===== config.mk =====
export PLATFORM = sky130hd
export DESIGN_NAME = cocr_option_regs
export DESIGN_NICKNAME = d
export VERILOG_FILES = /design/src/pkg/cocr_pkg.sv /design/src/pkg/cocr_opt_if.sv /design/src/hdl/cocr_option_bank.sv /design/src/hdl/cocr_option_regs.sv
export SDC_FILE = /design/constraint.sdc
export NUM_CORES = 1
export LEC_CHECK = 0
export BUFFER_PORTS_ARGS = -buffer_cell sky130_fd_sc_hd__buf_4
export CORE_MARGIN = 2
export CORE_UTILIZATION = 60
export CTS_CLUSTER_SIZE = 20
export DETAILED_ROUTE_END_ITERATION = 7
export PLACE_DENSITY = 0.79
export SLEW_MARGIN = 20
export SYNTH_ARGS = -nofsm -noshare
export SYNTH_HDL_FRONTEND = slang
export SYNTH_SLANG_ARGS = --single-unit
export TNS_END_PERCENT = 50

===== constraint.sdc =====
create_clock -name sys_clk -period 4.3 [get_ports sys_clk]
set_input_delay 0.86 -clock sys_clk [delete_from_list [all_inputs] [get_ports sys_clk]]
set_output_delay 0.86 -clock sys_clk [all_outputs]
set_load 0.1 [all_outputs]

===== src/pkg/cocr_pkg.sv =====
// cocr_pkg: shared constants and types of the charger option registers
package cocr_pkg;

  // ----------------------------------------------------------------
  // command codes and reset values
  // ----------------------------------------------------------------
  localparam logic [7:0]  CMD_PRIMARY     = 8'h12;
  localparam logic [7:0]  CMD_SECONDARY   = 8'h30;
  localparam logic [15:0] PRIMARY_RESET   = 16'hE20E;
  localparam logic [15:0] SECONDARY_RESET = 16'h0211;
  // bus address is arbitrary, not taken from any part
  localparam logic [6:0]  SMB_ADDR_RESET  = 7'h09;

  // ----------------------------------------------------------------
  // field positions in the primary register
  // ----------------------------------------------------------------
  localparam int BIT_AUTOOFF     = 12;
  localparam int BIT_SWITCH_RATE = 9;
  localparam int BIT_LEARN       = 5;
  localparam int BIT_IN_RATIO    = 4;
  localparam int BIT_BAT_RATIO   = 3;
  localparam int BIT_DROPOUT     = 2;
  localparam int BIT_INPUT_LOOP  = 1;
  localparam int BIT_CHG_BLOCK   = 0;

  // ----------------------------------------------------------------
  // serial port framing and pin sampling
  // ----------------------------------------------------------------
  localparam logic [3:0] BITS_PER_BYTE = 4'h8;
  localparam int         CLK_HZ        = 20000000;
  localparam int         PIN_SCL       = 0;
  localparam int         PIN_SDA       = 1;
  localparam int         PIN_PACK      = 2;
  localparam int         PIN_COUNT     = 3;

  typedef enum logic [2:0] {
    PH_IDLE = 3'b000,
    PH_ADDR = 3'b001,
    PH_CMD  = 3'b010,
    PH_WLO  = 3'b011,
    PH_WHI  = 3'b100,
    PH_RLO  = 3'b101,
    PH_RHI  = 3'b110
  } cocr_phase_t;

endpackage : cocr_pkg


===== src/pkg/cocr_opt_if.sv =====
// cocr_opt_if: link between the serial front end and the register bank
`timescale 1ns/1ps
`default_nettype none
interface cocr_opt_if;
  logic        wr_stb;
  logic        wr_sec;
  logic [15:0] wr_data;
  logic [15:0] primary;
  logic [15:0] secondary;
  logic        pin_low;
  logic        pin_fall;

  modport bank (input wr_stb, wr_sec, wr_data, pin_low, pin_fall,
                output primary, secondary);
  modport ctrl (output wr_stb, wr_sec, wr_data, pin_low, pin_fall,
                input primary, secondary);
endinterface : cocr_opt_if
`default_nettype wire


===== src/hdl/cocr_option_bank.sv =====
// cocr_option_bank: storage of both option registers and hardware clears
`timescale 1ns/1ps
`default_nettype none
module cocr_option_bank
  import cocr_pkg::*;
(
  // clock and reset
  input  wire logic  sys_clk,
  input  wire logic  rst_b,
  // register traffic
  cocr_opt_if.bank   ob
);
  import cocr_pkg::*;

  logic [15:0] primary;
  logic [15:0] secondary;
  logic [15:0] next_primary;
  logic        wr_pri;
  logic        wr_sec;
  logic        auto_clear;

  // ----------------------------------------------------------------
  // decode
  // ----------------------------------------------------------------
  assign wr_pri     = ob.wr_stb & ~ob.wr_sec;
  assign wr_sec     = ob.wr_stb & ob.wr_sec;
  // the option bit in force before the write decides the clear
  assign auto_clear = ob.pin_fall & primary[BIT_AUTOOFF];

  // hardware clears win over a host write in the same cycle
  always_comb begin
    next_primary = wr_pri ? ob.wr_data : primary;
    if (ob.pin_low) begin
      next_primary[BIT_LEARN] = 1'b0;
    end
    if (auto_clear) begin
      next_primary[BIT_INPUT_LOOP] = 1'b0;
    end
  end

  always_ff @(posedge sys_clk or negedge rst_b) begin
    if (!rst_b) begin
      primary   <= PRIMARY_RESET;
      secondary <= SECONDARY_RESET;
    end else begin
      primary <= next_primary;
      if (wr_sec) begin
        secondary <= ob.wr_data;
      end
    end
  end

  assign ob.primary   = primary;
  assign ob.secondary = secondary;
endmodule : cocr_option_bank
`default_nettype wire


===== src/hdl/cocr_option_regs.sv =====
// cocr_option_regs: serial register port and option control outputs
`timescale 1ns/1ps
`default_nettype none
module cocr_option_regs
  import cocr_pkg::*;
#(
  parameter logic [6:0] DEV_ADDR = cocr_pkg::SMB_ADDR_RESET
)(
  // clock and reset
  input  wire logic        sys_clk,
  input  wire logic        rst_b,
  // serial host port, open drain data
  input  wire logic        scl_pin,
  input  wire logic        sda_in,
  output var  logic        sda_out,
  output var  logic        sda_oe,
  // pack sense and converter status
  input  wire logic        pack_present_cellcount_pin,
  input  wire logic        battery_below_floor,
  input  wire logic        single_cell,
  input  wire logic        charge_settings_valid,
  // option controls
  output var  logic        switch_rate_select,
  output var  logic        calibration_discharge_enable,
  output var  logic        input_monitor_ratio,
  output var  logic        battery_monitor_ratio,
  output var  logic        dropout_precharge_active,
  output var  logic        battery_switch_full_on,
  output var  logic        precharge_clamp_2a,
  output var  logic        regulate_from_floor,
  output var  logic        input_current_regulation,
  output var  logic        charge_enable,
  output var  logic [15:0] secondary_option
);
  import cocr_pkg::*;

  // ----------------------------------------------------------------
  // pin sampling: three flops, change taken when last two agree
  // ----------------------------------------------------------------
  logic [PIN_COUNT-1:0] pin_raw;
  logic [PIN_COUNT-1:0] filt;
  logic [PIN_COUNT-1:0] filt_d;

  assign pin_raw = {pack_present_cellcount_pin, sda_in, scl_pin};

  genvar g;
  generate
    for (g = 0; g < PIN_COUNT; g++) begin : g_sync
      logic s1;
      logic s2;
      logic s3;
      logic f;
      always_ff @(posedge sys_clk or negedge rst_b) begin
        if (!rst_b) begin
          s1 <= 1'b1;
          s2 <= 1'b1;
          s3 <= 1'b1;
          f  <= 1'b1;
        end else begin
          s1 <= pin_raw[g];
          s2 <= s1;
          s3 <= s2;
          if (s2 == s3) begin
            f <= s3;
          end
        end
      end
      assign filt[g] = f;
    end
  endgenerate

  always_ff @(posedge sys_clk or negedge rst_b) begin
    if (!rst_b) begin
      filt_d <= '1;
    end else begin
      filt_d <= filt;
    end
  end

  // ----------------------------------------------------------------
  // bus events
  // ----------------------------------------------------------------
  logic scl_rise;
  logic scl_fall;
  logic scl_hold;
  logic bus_start;
  logic bus_stop;

  assign scl_rise  = filt[PIN_SCL] & ~filt_d[PIN_SCL];
  assign scl_fall  = ~filt[PIN_SCL] & filt_d[PIN_SCL];
  assign scl_hold  = filt[PIN_SCL] & filt_d[PIN_SCL];
  assign bus_start = scl_hold & ~filt[PIN_SDA] & filt_d[PIN_SDA];
  assign bus_stop  = scl_hold & filt[PIN_SDA] & ~filt_d[PIN_SDA];

  // ----------------------------------------------------------------
  // register bank
  // ----------------------------------------------------------------
  cocr_opt_if ob ();

  cocr_option_bank u_bank (
    .sys_clk (sys_clk),
    .rst_b   (rst_b),
    .ob      (ob.bank)
  );

  assign ob.pin_low  = ~filt[PIN_PACK];
  assign ob.pin_fall = ~filt[PIN_PACK] & filt_d[PIN_PACK];

  // ----------------------------------------------------------------
  // word transfer engine
  // ----------------------------------------------------------------
  cocr_phase_t phase;
  cocr_phase_t next_phase;
  logic [3:0]  bit_cnt;
  logic [7:0]  shreg;
  logic [7:0]  cmd;
  logic [7:0]  data_lo;
  logic        rw;
  logic        ack_phase;
  logic        host_nack;
  logic        wr_stb;
  logic        wr_sec;
  logic [15:0] wr_data;
  logic        byte_done;
  logic        rx_phase;
  logic        cmd_known;
  logic        ack_ok;
  logic [15:0] rd_word;
  logic [7:0]  tx_byte;
  logic        tx_load;

  assign byte_done = (bit_cnt == BITS_PER_BYTE);
  assign rx_phase  = (phase == PH_ADDR) | (phase == PH_CMD) |
                     (phase == PH_WLO) | (phase == PH_WHI);
  // unknown commands get no acknowledge, so no transfer follows
  assign cmd_known = (shreg == CMD_PRIMARY) | (shreg == CMD_SECONDARY);
  assign ack_ok    = (phase == PH_ADDR) ? (shreg[7:1] == DEV_ADDR) :
                     (phase == PH_CMD)  ? cmd_known : 1'b1;
  assign rd_word   = (cmd == CMD_SECONDARY) ? ob.secondary : ob.primary;
  assign tx_byte   = (next_phase == PH_RLO) ? rd_word[7:0] : rd_word[15:8];
  assign tx_load   = (next_phase == PH_RLO) | (next_phase == PH_RHI);

  // low byte first in both directions
  always_comb begin
    case (phase)
      PH_ADDR: next_phase = rw ? PH_RLO : PH_CMD;
      PH_CMD:  next_phase = PH_WLO;
      PH_WLO:  next_phase = PH_WHI;
      PH_RLO:  next_phase = host_nack ? PH_IDLE : PH_RHI;
      default: next_phase = PH_IDLE;
    endcase
  end

  always_ff @(posedge sys_clk or negedge rst_b) begin
    if (!rst_b) begin
      phase     <= PH_IDLE;
      bit_cnt   <= 4'h0;
      shreg     <= 8'h00;
      cmd       <= 8'h00;
      data_lo   <= 8'h00;
      rw        <= 1'b0;
      ack_phase <= 1'b0;
      host_nack <= 1'b0;
      sda_oe    <= 1'b0;
    end else if (bus_start) begin
      phase     <= PH_ADDR;
      bit_cnt   <= 4'h0;
      ack_phase <= 1'b0;
      sda_oe    <= 1'b0;
    end else if (bus_stop) begin
      phase     <= PH_IDLE;
      ack_phase <= 1'b0;
      sda_oe    <= 1'b0;
    end else if (phase != PH_IDLE && scl_rise) begin
      if (ack_phase) begin
        host_nack <= filt[PIN_SDA];
      end else begin
        bit_cnt <= bit_cnt + 4'h1;
        if (rx_phase) begin
          shreg <= {shreg[6:0], filt[PIN_SDA]};
        end
      end
    end else if (phase != PH_IDLE && scl_fall) begin
      if (ack_phase) begin
        ack_phase <= 1'b0;
        bit_cnt   <= 4'h0;
        phase     <= next_phase;
        shreg     <= tx_byte;
        sda_oe    <= tx_load & ~tx_byte[7];
      end else if (byte_done) begin
        ack_phase <= rx_phase ? ack_ok : 1'b1;
        sda_oe    <= rx_phase & ack_ok;
        if (rx_phase && !ack_ok) begin
          phase <= PH_IDLE;
        end
        if (phase == PH_ADDR) begin
          rw <= shreg[0];
        end
        if (phase == PH_CMD) begin
          cmd <= shreg;
        end
        if (phase == PH_WLO) begin
          data_lo <= shreg;
        end
      end else if (!rx_phase) begin
        shreg  <= {shreg[6:0], 1'b0};
        sda_oe <= ~shreg[6];
      end
    end
  end

  // one-cycle strobe once the high byte of a write has arrived
  always_ff @(posedge sys_clk or negedge rst_b) begin
    if (!rst_b) begin
      wr_stb  <= 1'b0;
      wr_sec  <= 1'b0;
      wr_data <= 16'h0000;
    end else begin
      wr_stb  <= scl_fall & ~ack_phase & byte_done & (phase == PH_WHI);
      wr_sec  <= (cmd == CMD_SECONDARY);
      wr_data <= {shreg, data_lo};
    end
  end

  assign ob.wr_stb  = wr_stb;
  assign ob.wr_sec  = wr_sec;
  assign ob.wr_data = wr_data;

  // ----------------------------------------------------------------
  // option controls, all registered
  // ----------------------------------------------------------------
  logic [15:0] pri;
  logic        dropout_now;

  assign pri         = ob.primary;
  assign dropout_now = pri[BIT_DROPOUT] & battery_below_floor;

  always_ff @(posedge sys_clk or negedge rst_b) begin
    if (!rst_b) begin
      sda_out                      <= 1'b0;
      switch_rate_select           <= PRIMARY_RESET[BIT_SWITCH_RATE];
      calibration_discharge_enable <= PRIMARY_RESET[BIT_LEARN];
      input_monitor_ratio          <= PRIMARY_RESET[BIT_IN_RATIO];
      battery_monitor_ratio        <= PRIMARY_RESET[BIT_BAT_RATIO];
      dropout_precharge_active     <= 1'b0;
      battery_switch_full_on       <= 1'b1;
      precharge_clamp_2a           <= 1'b0;
      regulate_from_floor          <= PRIMARY_RESET[BIT_DROPOUT];
      input_current_regulation     <= PRIMARY_RESET[BIT_INPUT_LOOP];
      charge_enable                <= 1'b0;
      secondary_option             <= SECONDARY_RESET;
    end else begin
      sda_out                      <= 1'b0;
      switch_rate_select           <= pri[BIT_SWITCH_RATE];
      calibration_discharge_enable <= pri[BIT_LEARN];
      input_monitor_ratio          <= pri[BIT_IN_RATIO];
      battery_monitor_ratio        <= pri[BIT_BAT_RATIO];
      dropout_precharge_active     <= dropout_now;
      battery_switch_full_on       <= ~dropout_now;
      precharge_clamp_2a           <= single_cell;
      regulate_from_floor          <= pri[BIT_DROPOUT];
      input_current_regulation     <= pri[BIT_INPUT_LOOP];
      charge_enable                <= ~pri[BIT_CHG_BLOCK] &
                                      charge_settings_valid;
      secondary_option             <= ob.secondary;
    end
  end
endmodule : cocr_option_regs
`default_nettype wire


==> results of run 1 <==
==> cells by family after synthesis <==
family | share of synthesized area, %
DFF | 64.2
and+or+nand+nor | 9.56
muxes | 15.1
AOI/OAI and AO/OA | 7.42
buffers and inverters | 2.14
adders and majority gates | 1.11
xor gates and xnor gates | 0.352
other | 0.0754
==> layer usage <==
metal / wire length (microns) / track usage (%) / up-vias
li1: - / - / 1430
met1: 4140 / 31.7 / 1629
met2: 5380 / 43.1 / 103
met3: 611 / 8.38 / 26
met4: 248 / 10.5 / 0
met5: 0 / 0 / -
==> synth_stat cells (2+ instances only) <==
cell type / number / share of area [%]
o21a_1: 2 / 0.30
nand2_1: 22 / 1.7
nand3_1: 11 / 1.1
dfrtp_1: 93 / 47
a22oi_1: 2 / 0.30
o22a_1: 7 / 1.2
buf_6: 2 / 0.45
mux2i_1: 21 / 4.2
clkbuf_1: 10 / 0.75
nand3b_1: 2 / 0.30
o22ai_1: 7 / 0.88
nor2_1: 21 / 1.6
maj3_1: 3 / 0.60
o21ai_0: 15 / 1.5
o31ai_1: 3 / 0.45
nor4_1: 3 / 0.38
mux2_2: 48 / 11
nor2b_1: 7 / 0.88
ha_1: 2 / 0.50
dfstp_2: 33 / 17
nor3_1: 14 / 1.4
nand2b_1: 4 / 0.50
o211ai_1: 3 / 0.45
a31oi_1: 2 / 0.25
inv_1: 8 / 0.60
a211oi_1: 2 / 0.30
nor3b_1: 4 / 0.60
a21oi_1: 7 / 0.70
==> state kept, by name, indices dropped and copies added, names as in the netlist, 3 cells and up <==
name,flops
ob.wr_data,16
secondary_option,16
u_bank.ob.primary,16
u_bank.ob.secondary,16
cmd,8
data_lo,8
shreg,8
bit_cnt,4
filt_d,3
g_sync.f,3
g_sync.s1,3
g_sync.s2,3
g_sync.s3,3
phase,3
==> power by group through the flow <==
stage | Combinational [uW] | Sequential (uW) | Clock (uW)
after global placement | 220 | 1420 | 0
after global routing | 258 | 1430 | 1560
after detailed placement | 225 | 1420 | 0
final | 229 | 1410 | 1490
after floorplan | 161 | 1390 | 0
after CTS | 229 | 1410 | 1510
==> worst paths after layout <==
| path | slack (ns) | start | cells past startpoint | to |
|---|---|---|---|---|
| setup / recovery | 1.72 | phase[2] | 4 | shreg[1] |
| hold / removal | 0.36 | rst_b | 1 | precharge_clamp_2a |
| setup reg to reg | 1.72 | phase[2] | 4 | shreg[1] |
| hold reg to reg | 0.36 | g_sync[2].s1 | 0 | g_sync[2].s2 |
| max in group asynchronous | 2.98 | rst_b | 2 | filt_d[2] |
| min in group sys_clk | 0.36 | g_sync[2].s1 | 0 | g_sync[2].s2 |
==> final cells by class <==
type                            count  share of cell area (%)
Clock buffer                       17                    6.97
Clock inverter                     15                    3.50
Inverter                            8                   0.505
Multi-Input combinational cell    228                    28.1
Sequential cell                   126                    53.8
Tap cell                          105                    2.21
Timing Repair Buffer               38                    4.93
==> stage by stage <==
step	setup WS (ns)	total power, uW
after CTS	1.64	3150
after global routing	1.62	3250
final	1.72	3130
after floorplan	2.35	1550
after global placement	1.85	1640
after detailed placement	1.71	1650
==> worst max-delay path: stages (launching register included) <==
cell,delay [ns]
dfrtp_1,0.60
nor4bb_1,0.92
nand3_1,0.48
o22ai_1,0.32
o22a_1,0.18
==> run_results.csv, run 1 <==
group,metric,value,unit
global_route,grt_pass1_wl,17200,microns
layout,drive_gt1_share,35.4,%
synthesis,async_reset_ff_share,100,%
layout,fin_cells,537,
synthesis,avgSynthCellArea,13.2,sq um
synthesis,syn-num-nets,387,
placed_design,portBuffers,34,
power,p_per_area,527,nW/um^2
synthesis,ys_types,47,
sta,tns,0,ns
power,vdd.ir_drop.worst,0.000300,V
drt,drc,0,
cts,clock_path_buffers,2,
layout,final_util,73.1,%
sta,maxSlewHeadroom,34.1,%
cts,clkLatencyLatePin,0.51,ns
run_status,status,"finished, final reports clean",
sta,setup_violations,0,
cts,numCtsBuffers,17,
floorplanning,die_y,95.0,microns
job,maxCapViolCount,0,
floorplanning,die_x,95.0,microns
cts,h-tree-depth,4,
power,internal_power,2330,uW
layout,antenna-diode-count,0,
sta,whs,0.356,ns
cts,cts_hold_buf,0,
layout,final_cell_mix,"dfrtp_1 (93), mux2_2 (48), buf_4 (37), dfstp_2 (33), nand2_1 (22)",
worst_setup_path,cp.arrival,3.02,ns
floorplanning,die_area,9030,sq um
global_route,global_route.usage.total,26.0,%
worst_setup_path,worst-endpoint-required,4.74,ns
cts,cts_tree,"built",
floorplanning,core,8130,sq um
cts,cts_resized,0,
power,power_frac_comb,7.3,%
worst_hold_path,hold_class,"input pin to asynchronous set/reset pin",
layout,final_area,5940,sq um
sta,hold_violations,0,
power,netSwitchingPower,804,uW
cts,root_buffer,"clkbuf_8",
floorplanning,num_rows,33,
sta,slew_violations,0,
power,clkPwrFrac,47.5,%
global_route,antenna_found_initial,0,
layout,fillers,548,
worst_setup_path,crit_path_end_kind,"flop",
sta,max_freq,388,MHz
power,leakagePower,0.00283,uW
floorplanning,initial_core_util,61.1,%
drt,routed_wl,10400,microns
global_route,grt_overflow,0,
floorplanning,io_pins,36,
drt,num_vias,3188,
placed_design,placed_cells,504,
synthesis,synth_warnings,0,
sta,finalCriticalPeriod,2.58,ns
cts,cts_setup_buffers,0,
power,sequentialPowerShare,45.2,%
drt,vias_per_cell,5.94,
drt,antenna_left,0,
layout,multiInputGateArea,1670,sq um
sta,period_share,60.0,%
sta,skew,0.00831,ns
sta,rsz0062_at_grt,"false",
cts,clk_pin_slew,0.06,ns
layout,layout_commonest_cell,"dfrtp_1",
synthesis,synth_flop_cell,"dfrtp_1",
sta,max_slew.worst_pin.slew,0.975,ns
worst_setup_path,start_kind,"flop",
global_route,grt_max_degree,51,
synthesis,syn_area,4970,sq um
cts,cts.sinks,126,
drt,dr.pass1.iters,4,
synthesis,yosysSeqAreaShare,64.2,%
synthesis,postSynthCellCount,377,
worst_setup_path,crit_type,"flop to flop",
placed_design,place_area,5310,sq um
power,p_sw_share,25.7,%
drt,drt_iter0_drc,230,
placed_design,finalWeightedCongestion,0.899,
synthesis,synth_edf_count,0,
layout,seq_area,3190,sq um
drt,wl_per_cell,19.3,microns
layout,finalNetCount,429,
layout,area.growth.synth_to_final,19.5,%
global_route,grt_pass1_vias,3353,
worst_setup_path,crit_fanout,18,
synthesis,ys_ff_latch,126,
placed_design,hpwl,6510,microns
Power figures use the tool's default switching activity.
==> inputs of run 2 (changes only) <==
--- a/config.mk
+++ b/config.mk
@@ -5,12 +5,13 @@
 export SDC_FILE = /design/constraint.sdc
 export NUM_CORES = 1
 export LEC_CHECK = 0
+export ABC_AREA = 1
 export BUFFER_PORTS_ARGS = -buffer_cell sky130_fd_sc_hd__buf_4
 export CORE_MARGIN = 2
-export CORE_UTILIZATION = 60
+export CORE_UTILIZATION = 59
 export CTS_CLUSTER_SIZE = 20
 export DETAILED_ROUTE_END_ITERATION = 7
-export PLACE_DENSITY = 0.79
+export PLACE_DENSITY = 0.78
 export SLEW_MARGIN = 20
 export SYNTH_ARGS = -nofsm -noshare
 export SYNTH_HDL_FRONTEND = slang
==> constraint.sdc (replaced) <==
create_clock -name sys_clk -period 2.5 [get_ports sys_clk]
set_input_delay 0.5 -clock sys_clk [delete_from_list [all_inputs] [get_ports sys_clk]]
set_output_delay 0.5 -clock sys_clk [all_outputs]
set_load 0.1 [all_outputs]
==> run 2 against run 1 <==
  * Cell area increased by 1.6%
  * Via count rose by 19%
  * Sequential cell count unchanged
  * Clock power up 70%
  * Sequential power increased by 65%
  * Fmax grew 29%
==> run_results.csv, run 2 <==
group,metric,value,unit
placed_design,portBuffers,34,
layout,drive_gt1_share,25.0,%
cts,root_buffer,"clkbuf_8",
layout,seq_area,3190,sq um
cts,cts_setup_buffers,0,
synthesis,yosysSeqAreaShare,63.4,%
synthesis,yosys.area.top_type,"dfrtp_1",
layout,fillers,580,
synthesis,synth.most_common_cell,"nand2_1",
power,clkPwrFrac,46.9,%
synthesis,ys_ff_latch,126,
worst_setup_path,worst-endpoint-required,2.89,ns
job,maxCapViolCount,0,
cts,cts.sinks,126,
layout,final_cell_mix,"nand2_1 (120), dfrtp_1 (93), nand3_1 (62), inv_1 (54), nor2_1 (41)",
drt,dr.pass1.iters,6,
synthesis,syn_area,5040,sq um
synthesis,synthTopCellsByArea,"dfrtp_1 (46%), dfstp_2 (17%), nand2_1 (8.9%), nand3_1 (6.2%), inv_1 (4.0%)",
placed_design,place_ws,0.628,ns
floorplanning,io_pins,36,
layout,fin_cells,681,
sta,skew,0.00903,ns
global_route,global_route.usage.total,26.0,%
floorplanning,die_y,96.4,microns
worst_setup_path,crit_path_end_kind,"flop",
synthesis,postSynthCellCount,517,
sta,max_slew.worst_pin.slew,0.681,ns
cts,cts_tree,"built",
worst_setup_path,cp.arrival,2.39,ns
sta,tns,0,ns
drt,vias_per_cell,5.58,
sta,hold_violations,0,
global_route,grt_pass1_vias,3736,
worst_setup_path,crit_path_max_incr_delay,0.38,ns
drt,drc,0,
global_route,grt_pass1_wl,17800,microns
worst_setup_path,crit_top_cell,"nand2_1",
power,internal_power,3940,uW
synthesis,synth_top_area_share,46.2,%
global_route,grt_max_degree,69,
floorplanning,num_rows,33,
power,vdd.ir_drop.worst,0.000581,V
drt,antenna_left,0,
synthesis,synth.top_cells.by_count,"nand2_1 (120), dfrtp_1 (93), nand3_1 (62)",
drt,num_vias,3801,
drt,routed_wl,10800,microns
cts,h-tree-depth,4,
sta,period_share,79.8,%
sta,max_freq,501,MHz
worst_setup_path,crit_fanout,16,
floorplanning,die_area,9300,sq um
synthesis,synth_flop_cell,"dfrtp_1",
layout,layout_commonest_cell,"nand2_1",
sta,setup_violations,0,
global_route,antenna_found_initial,0,
layout,finalNetCount,573,
power,leakagePower,0.00290,uW
synthesis,ys_types,31,
power,netSwitchingPower,1470,uW
worst_setup_path,start_kind,"flop",
power,p_sw_share,27.1,%
sta,setup_ws,0.505,ns
synthesis,avgSynthCellArea,9.75,sq um
power,power_frac_comb,10.2,%
synthesis,async_reset_ff_share,100,%
worst_setup_path,worst_path_max_delay_cell,"dfrtp_1",
layout,area.growth.synth_to_final,19.7,%
floorplanning,initial_core_util,61.0,%
power,p_per_area,895,nW/um^2
layout,multiInputGateArea,1550,sq um
cts,clkLatencyLatePin,0.52,ns
worst_setup_path,cp_cell_sequence,"inv_1 -> ha_1 -> nand2_1 -> nor2_2 -> nand2_1 -> nor2_1 -> nand2_2 -> nand2_1 -> o21ai_2",
synthesis,synth_edf_count,0,
worst_setup_path,crit_type,"flop to flop",
drt,wl_per_cell,15.8,microns
sta,slew_violations,0,
global_route,grt_overflow,0,
cts,clk_pin_slew,0.06,ns
synthesis,syn-num-nets,527,
sta,rsz0062_at_grt,"false",
worst_hold_path,hold_class,"input pin to flop",
run_status,status,"finished, final reports clean",
synthesis,synth_warnings,0,
drt,drt_iter0_drc,286,
sta,whs,0.0833,ns
layout,antenna-diode-count,0,
power,sequentialPowerShare,42.9,%
sta,finalCriticalPeriod,2.00,ns
cts,clock_path_buffers,2,
floorplanning,core,8260,sq um
cts,numCtsBuffers,17,
sta,maxSlewHeadroom,54.5,%
floorplanning,die_x,96.4,microns
placed_design,hpwl,6800,microns
placed_design,finalWeightedCongestion,0.982,
placed_design,placed_cells,648,
-- run 2: path summary, 6_finish.rpt --
check	depth (start not counted)	endpoint	startpoint	slack, ns
min reg2reg	0	g_sync[2].s2	g_sync[2].s1	0.35
max reg2reg	9	data_lo[1]	bit_cnt[0]	0.50
min	1	g_sync[2].s1	pack_present_cellcount_pin	0.08
max	9	data_lo[1]	bit_cnt[0]	0.50
max in group asynchronous	3	g_sync[1].s2	rst_b	1.31
min in group asynchronous	2	secondary_option[6]	rst_b	0.40
-- run 2: critical path, delay by kind of cell, from the launching register on --
kind,cells,cell delay (ns)
adder cells (fa/ha/maj),1,0.16
AND/OR/NAND/NOR,6,1.13
flip-flops,1,0.38
AO/OA/AOI/OAI,1,0.07
buffers and inverters,1,0.12
-- run 2: layout make-up --
cell class	instances	share of cell area (%)
sequential	126	52.9
multi-input combinational	319	25.7
clock buffer	19	7.32
timing repair buffer	40	5.22
inverter	59	3.71
clock inverter	13	2.90
tap	105	2.18
-- run 2: kinds of logic after synthesis --
| kind of cell | after synthesis | share of synthesized area [%] |
|---|---|---|
| adders and majority gates | 5 | 1.09 |
| buffers and inverters | 72 | 5.83 |
| AOI/OAI and AO/OA | 69 | 8.34 |
| muxes | 1 | 0.223 |
| DFF | 126 | 63.4 |
| other | 1 | 0.0744 |
| and+or+nand+nor | 243 | 21.1 |
-- run 2: per-layer routing --
| layer | vias to the layer above | wire (microns) | track usage, % |
|---|---|---|---|
| met1 | 1859 | 4420 | 32.4 |
| met2 | 157 | 5410 | 43.1 |
| met3 | 34 | 684 | 6.28 |
| li1 | 1751 | - | - |
| met4 | 0 | 273 | 12.1 |
| met5 | - | 0 | 0 |
-- run 2: timing repair --
item                                    4_1_cts  5_1_grt
hold buffers                                  1        0
endpoints found under the setup margin        0        0
resized for setup                             0        0
hold endpoints to repair                     12        0
-- run 2: stage by stage --
stage | total power (uW) | area (sq um) | util (%)
2_1_floorplan | 2700 | 5040 | -
3_3_place_gp | 2870 | 5410 | 65.5
3_5_place_dp | 2880 | 5410 | 65.5
4_1_cts | 5410 | 6030 | 73.1
5_1_grt | 5610 | 6030 | 73.1
6_report | 5400 | 6030 | 73.1
-- run 2: power groups by stage --
stage               clock, uW  combinational [uW]  sequential (uW)
finish                   2530                 552             2320
detailed placement          0                 539             2340
global placement            0                 525             2340
CTS                      2540                 550             2320
floorplan                   0                 318             2380
global route             2660                 618             2330
==> inputs of run 3 (changes only) <==
--- a/config.mk
+++ b/config.mk
@@ -5,13 +5,13 @@
 export SDC_FILE = /design/constraint.sdc
 export NUM_CORES = 1
 export LEC_CHECK = 0
-export ABC_AREA = 1
+export ABC_AREA = 0
 export BUFFER_PORTS_ARGS = -buffer_cell sky130_fd_sc_hd__buf_4
 export CORE_MARGIN = 2
-export CORE_UTILIZATION = 59
+export CORE_UTILIZATION = 53
 export CTS_CLUSTER_SIZE = 20
 export DETAILED_ROUTE_END_ITERATION = 7
-export PLACE_DENSITY = 0.78
+export PLACE_DENSITY = 0.74
 export SLEW_MARGIN = 20
 export SYNTH_ARGS = -nofsm -noshare
 export SYNTH_HDL_FRONTEND = slang
==> constraint.sdc (replaced) <==
create_clock -name sys_clk -period 1.7 [get_ports sys_clk]
set_input_delay 0.34 -clock sys_clk [delete_from_list [all_inputs] [get_ports sys_clk]]
set_output_delay 0.34 -clock sys_clk [all_outputs]
set_load 0.1 [all_outputs]
==> run 3 against run 2 <==
  * The flow now finishes with violations (negative setup slack)
  * Die area grew 9.4%
  * Sequential power is 47% higher
  * Routed wire length grew 13%
  * Global-route usage down 1.3 points
  * Clock power increased by 47%
  * Sequential cell count unchanged
  * Critical path depth is 1 lower
  * First-iteration DRC count fell by 42%
  * Via count is 6.8% lower
  * Largest power group unchanged
==> run_results.csv, run 3 (synthesis gave the netlist of run 1 again) <==
group,metric,value,unit
worst_setup_path,cp.depth,8,
worst_setup_path,crit_path_end_kind,"flop",
layout,final_util,76.2,%
floorplanning,core,9150,sq um
worst_setup_path,crit_path_max_incr_delay,0.45,ns
power,leakagePower,0.00328,uW
worst_setup_path,crit_fanout,6,
cts,root_buffer,"clkbuf_8",
worst_hold_path,hold_class,"input pin to flop",
sta,setup_ws,-0.168,ns
layout,layout_commonest_cell,"buf_4",
layout,antenna-diode-count,0,
global_route,antenna_found_initial,0,
floorplanning,initial_core_util,54.3,%
worst_setup_path,rr_startpoint,"phase[0]",
sta,tns,-1.43,ns
worst_setup_path,worst-endpoint-required,2.10,ns
sta,skew,0.00606,ns
global_route,grt_max_degree,38,
worst_setup_path,crit_buf_inv,3,
worst_setup_path,ff2ff_setup_slack,-0.17,ns
sta,slew_violations,0,
run_status,violations,"negative setup slack",
drt,drc,0,
worst_hold_path,hold_start,"charge_settings_valid",
power,p_per_area,1210,nW/um^2
floorplanning,io_pins,36,
worst_setup_path,worst_path_max_delay_cell,"dfrtp_2",
cts,numCtsBuffers,17,
floorplanning,die_area,10200,sq um
worst_setup_path,cp-startpoint,"phase[0]",
placed_design,hpwl,7530,microns
worst_setup_path,crit_type,"flop to flop",
sta,rsz0062_at_grt,"true",
sta,whs,0.0438,ns
floorplanning,num_rows,35,
layout,drive_gt1_share,55.5,%
placed_design,finalWeightedCongestion,0.944,
cts,clkLatencyLatePin,0.52,ns
power,vdd.ir_drop.worst,0.000744,V
layout,finalNetCount,509,
worst_setup_path,crit_top_cell,"buf_4",
worst_setup_path,cp_top_family,"simple AND/OR/NAND/NOR gates",
drt,num_vias,3543,
floorplanning,die_x,101,microns
worst_setup_path,cp.arrival,2.27,ns
cts,cts.sinks,126,
cts,clk_pin_slew,0.06,ns
job,maxCapViolCount,0,
drt,antenna_left,0,
run_status,status,"finished with violations",
cts,cts_tree,"built",
global_route,grt_overflow,0,
placed_design,portBuffers,34,
floorplanning,die_y,101,microns
drt,routed_wl,12100,microns
worst_setup_path,cp_cell_sequence,"buf_4 -> buf_4 -> nor3_4 -> o21ai_0 -> buf_4 -> nor3_1 -> nor3_2 -> o22a_1",
drt,vias_per_cell,5.69,
worst_setup_path,cp-endpoint,"shreg[2]",
sta,max_freq,535,MHz
sta,hold_violations,0,
layout,area.growth.synth_to_final,40.2,%
cts,clock_path_buffers,2,
layout,final_cell_mix,"buf_4 (98), dfrtp_1 (92), mux2_2 (48), dfstp_2 (33)",
cts,h-tree-depth,4,
global_route,grt_pass1_vias,3635,
drt,wl_per_cell,19.5,microns
worst_setup_path,start_kind,"flop",
sta,finalCriticalPeriod,1.87,ns
worst_setup_path,r2r-end,"shreg[2]",
worst_setup_path,reg2reg_depth,8,
global_route,grt_pass1_wl,18500,microns
placed_design,placed_cells,580,
drt,dr.pass1.iters,4,
drt,drt_iter0_drc,167,
sta,setup_violations,23,
layout,fin_cells,623,
global_route,global_route.usage.total,24.7,%
sta,period_share,110,%
## run 3: changes by cell type in the layout (fill, tap and decap cells not counted), moves of 24 or more
cell,previous run,this run
nand2_1,120,17
mux2_2,1,48
nor2_1,41,17
nand3_1,62,7
buf_4,38,98
inv_1,54,8
o21ai_0,38,12
## run 3: where the power goes
part	leakage (uW)	switching, uW	internal (uW)
Combinational	0.00137	723	578
Sequential	0.00162	150	3250
Clock	0.000291	1420	2300
Total	0.00328	2290	6130
## run 3: stage by stage
| stage | setup slack [ns] | total power [uW] | area (sq um) |
|---|---|---|---|
| 3_3_place_gp | -0.211 | 4530 | 5890 |
| 5_1_grt | -0.231 | 8710 | 6970 |
| 2_1_floorplan | -0.226 | 3920 | 4990 |
| 6_report | -0.168 | 8420 | 6970 |
| 4_1_cts | -0.109 | 8380 | 6840 |
| 3_5_place_dp | -0.279 | 4550 | 5890 |
## run 3: area by class of cell
cell class,instances,area (sq um)
Inverter,8,30.0
Timing Repair Buffer,118,973
Sequential cell,126,3200
Tap cell,111,139
Clock buffer,18,428
Multi-Input combinational cell,228,2030
Clock inverter,14,181
Fill cell,530,2180
## run 3: worst min path at each step
| stage | endpoint | depth (start not counted) |
|---|---|---|
| final | charge_enable | 2 |
| after global routing | charge_enable | 2 |
| after CTS | charge_enable | 2 |
| after global placement | secondary_option[6] | 1 |
| after detailed placement | secondary_option[6] | 1 |
| after floorplan | ack_phase | 0 |
## run 3: routing by layer
layer	part of all wire (%)	vias to the layer above	track usage, %
li1	-	1601	-
met1	41	1797	30.1
met2	51	110	40.7
met3	4.3	35	6.17
met4	3.7	0	12.8
met5	0	-	0
## run 3: what timing repair did
| action | CTS | global route |
|---|---|---|
| hold buffers | 6 | 0 |
| resized for setup | 57 | 26 |
| pin swaps | 14 | 7 |
| gates cloned | 0 | 1 |
| endpoints found under the hold margin | 25 | 0 |
| endpoints found under the setup margin | 28 | 32 |
| buffers inserted | 4 | 2 |
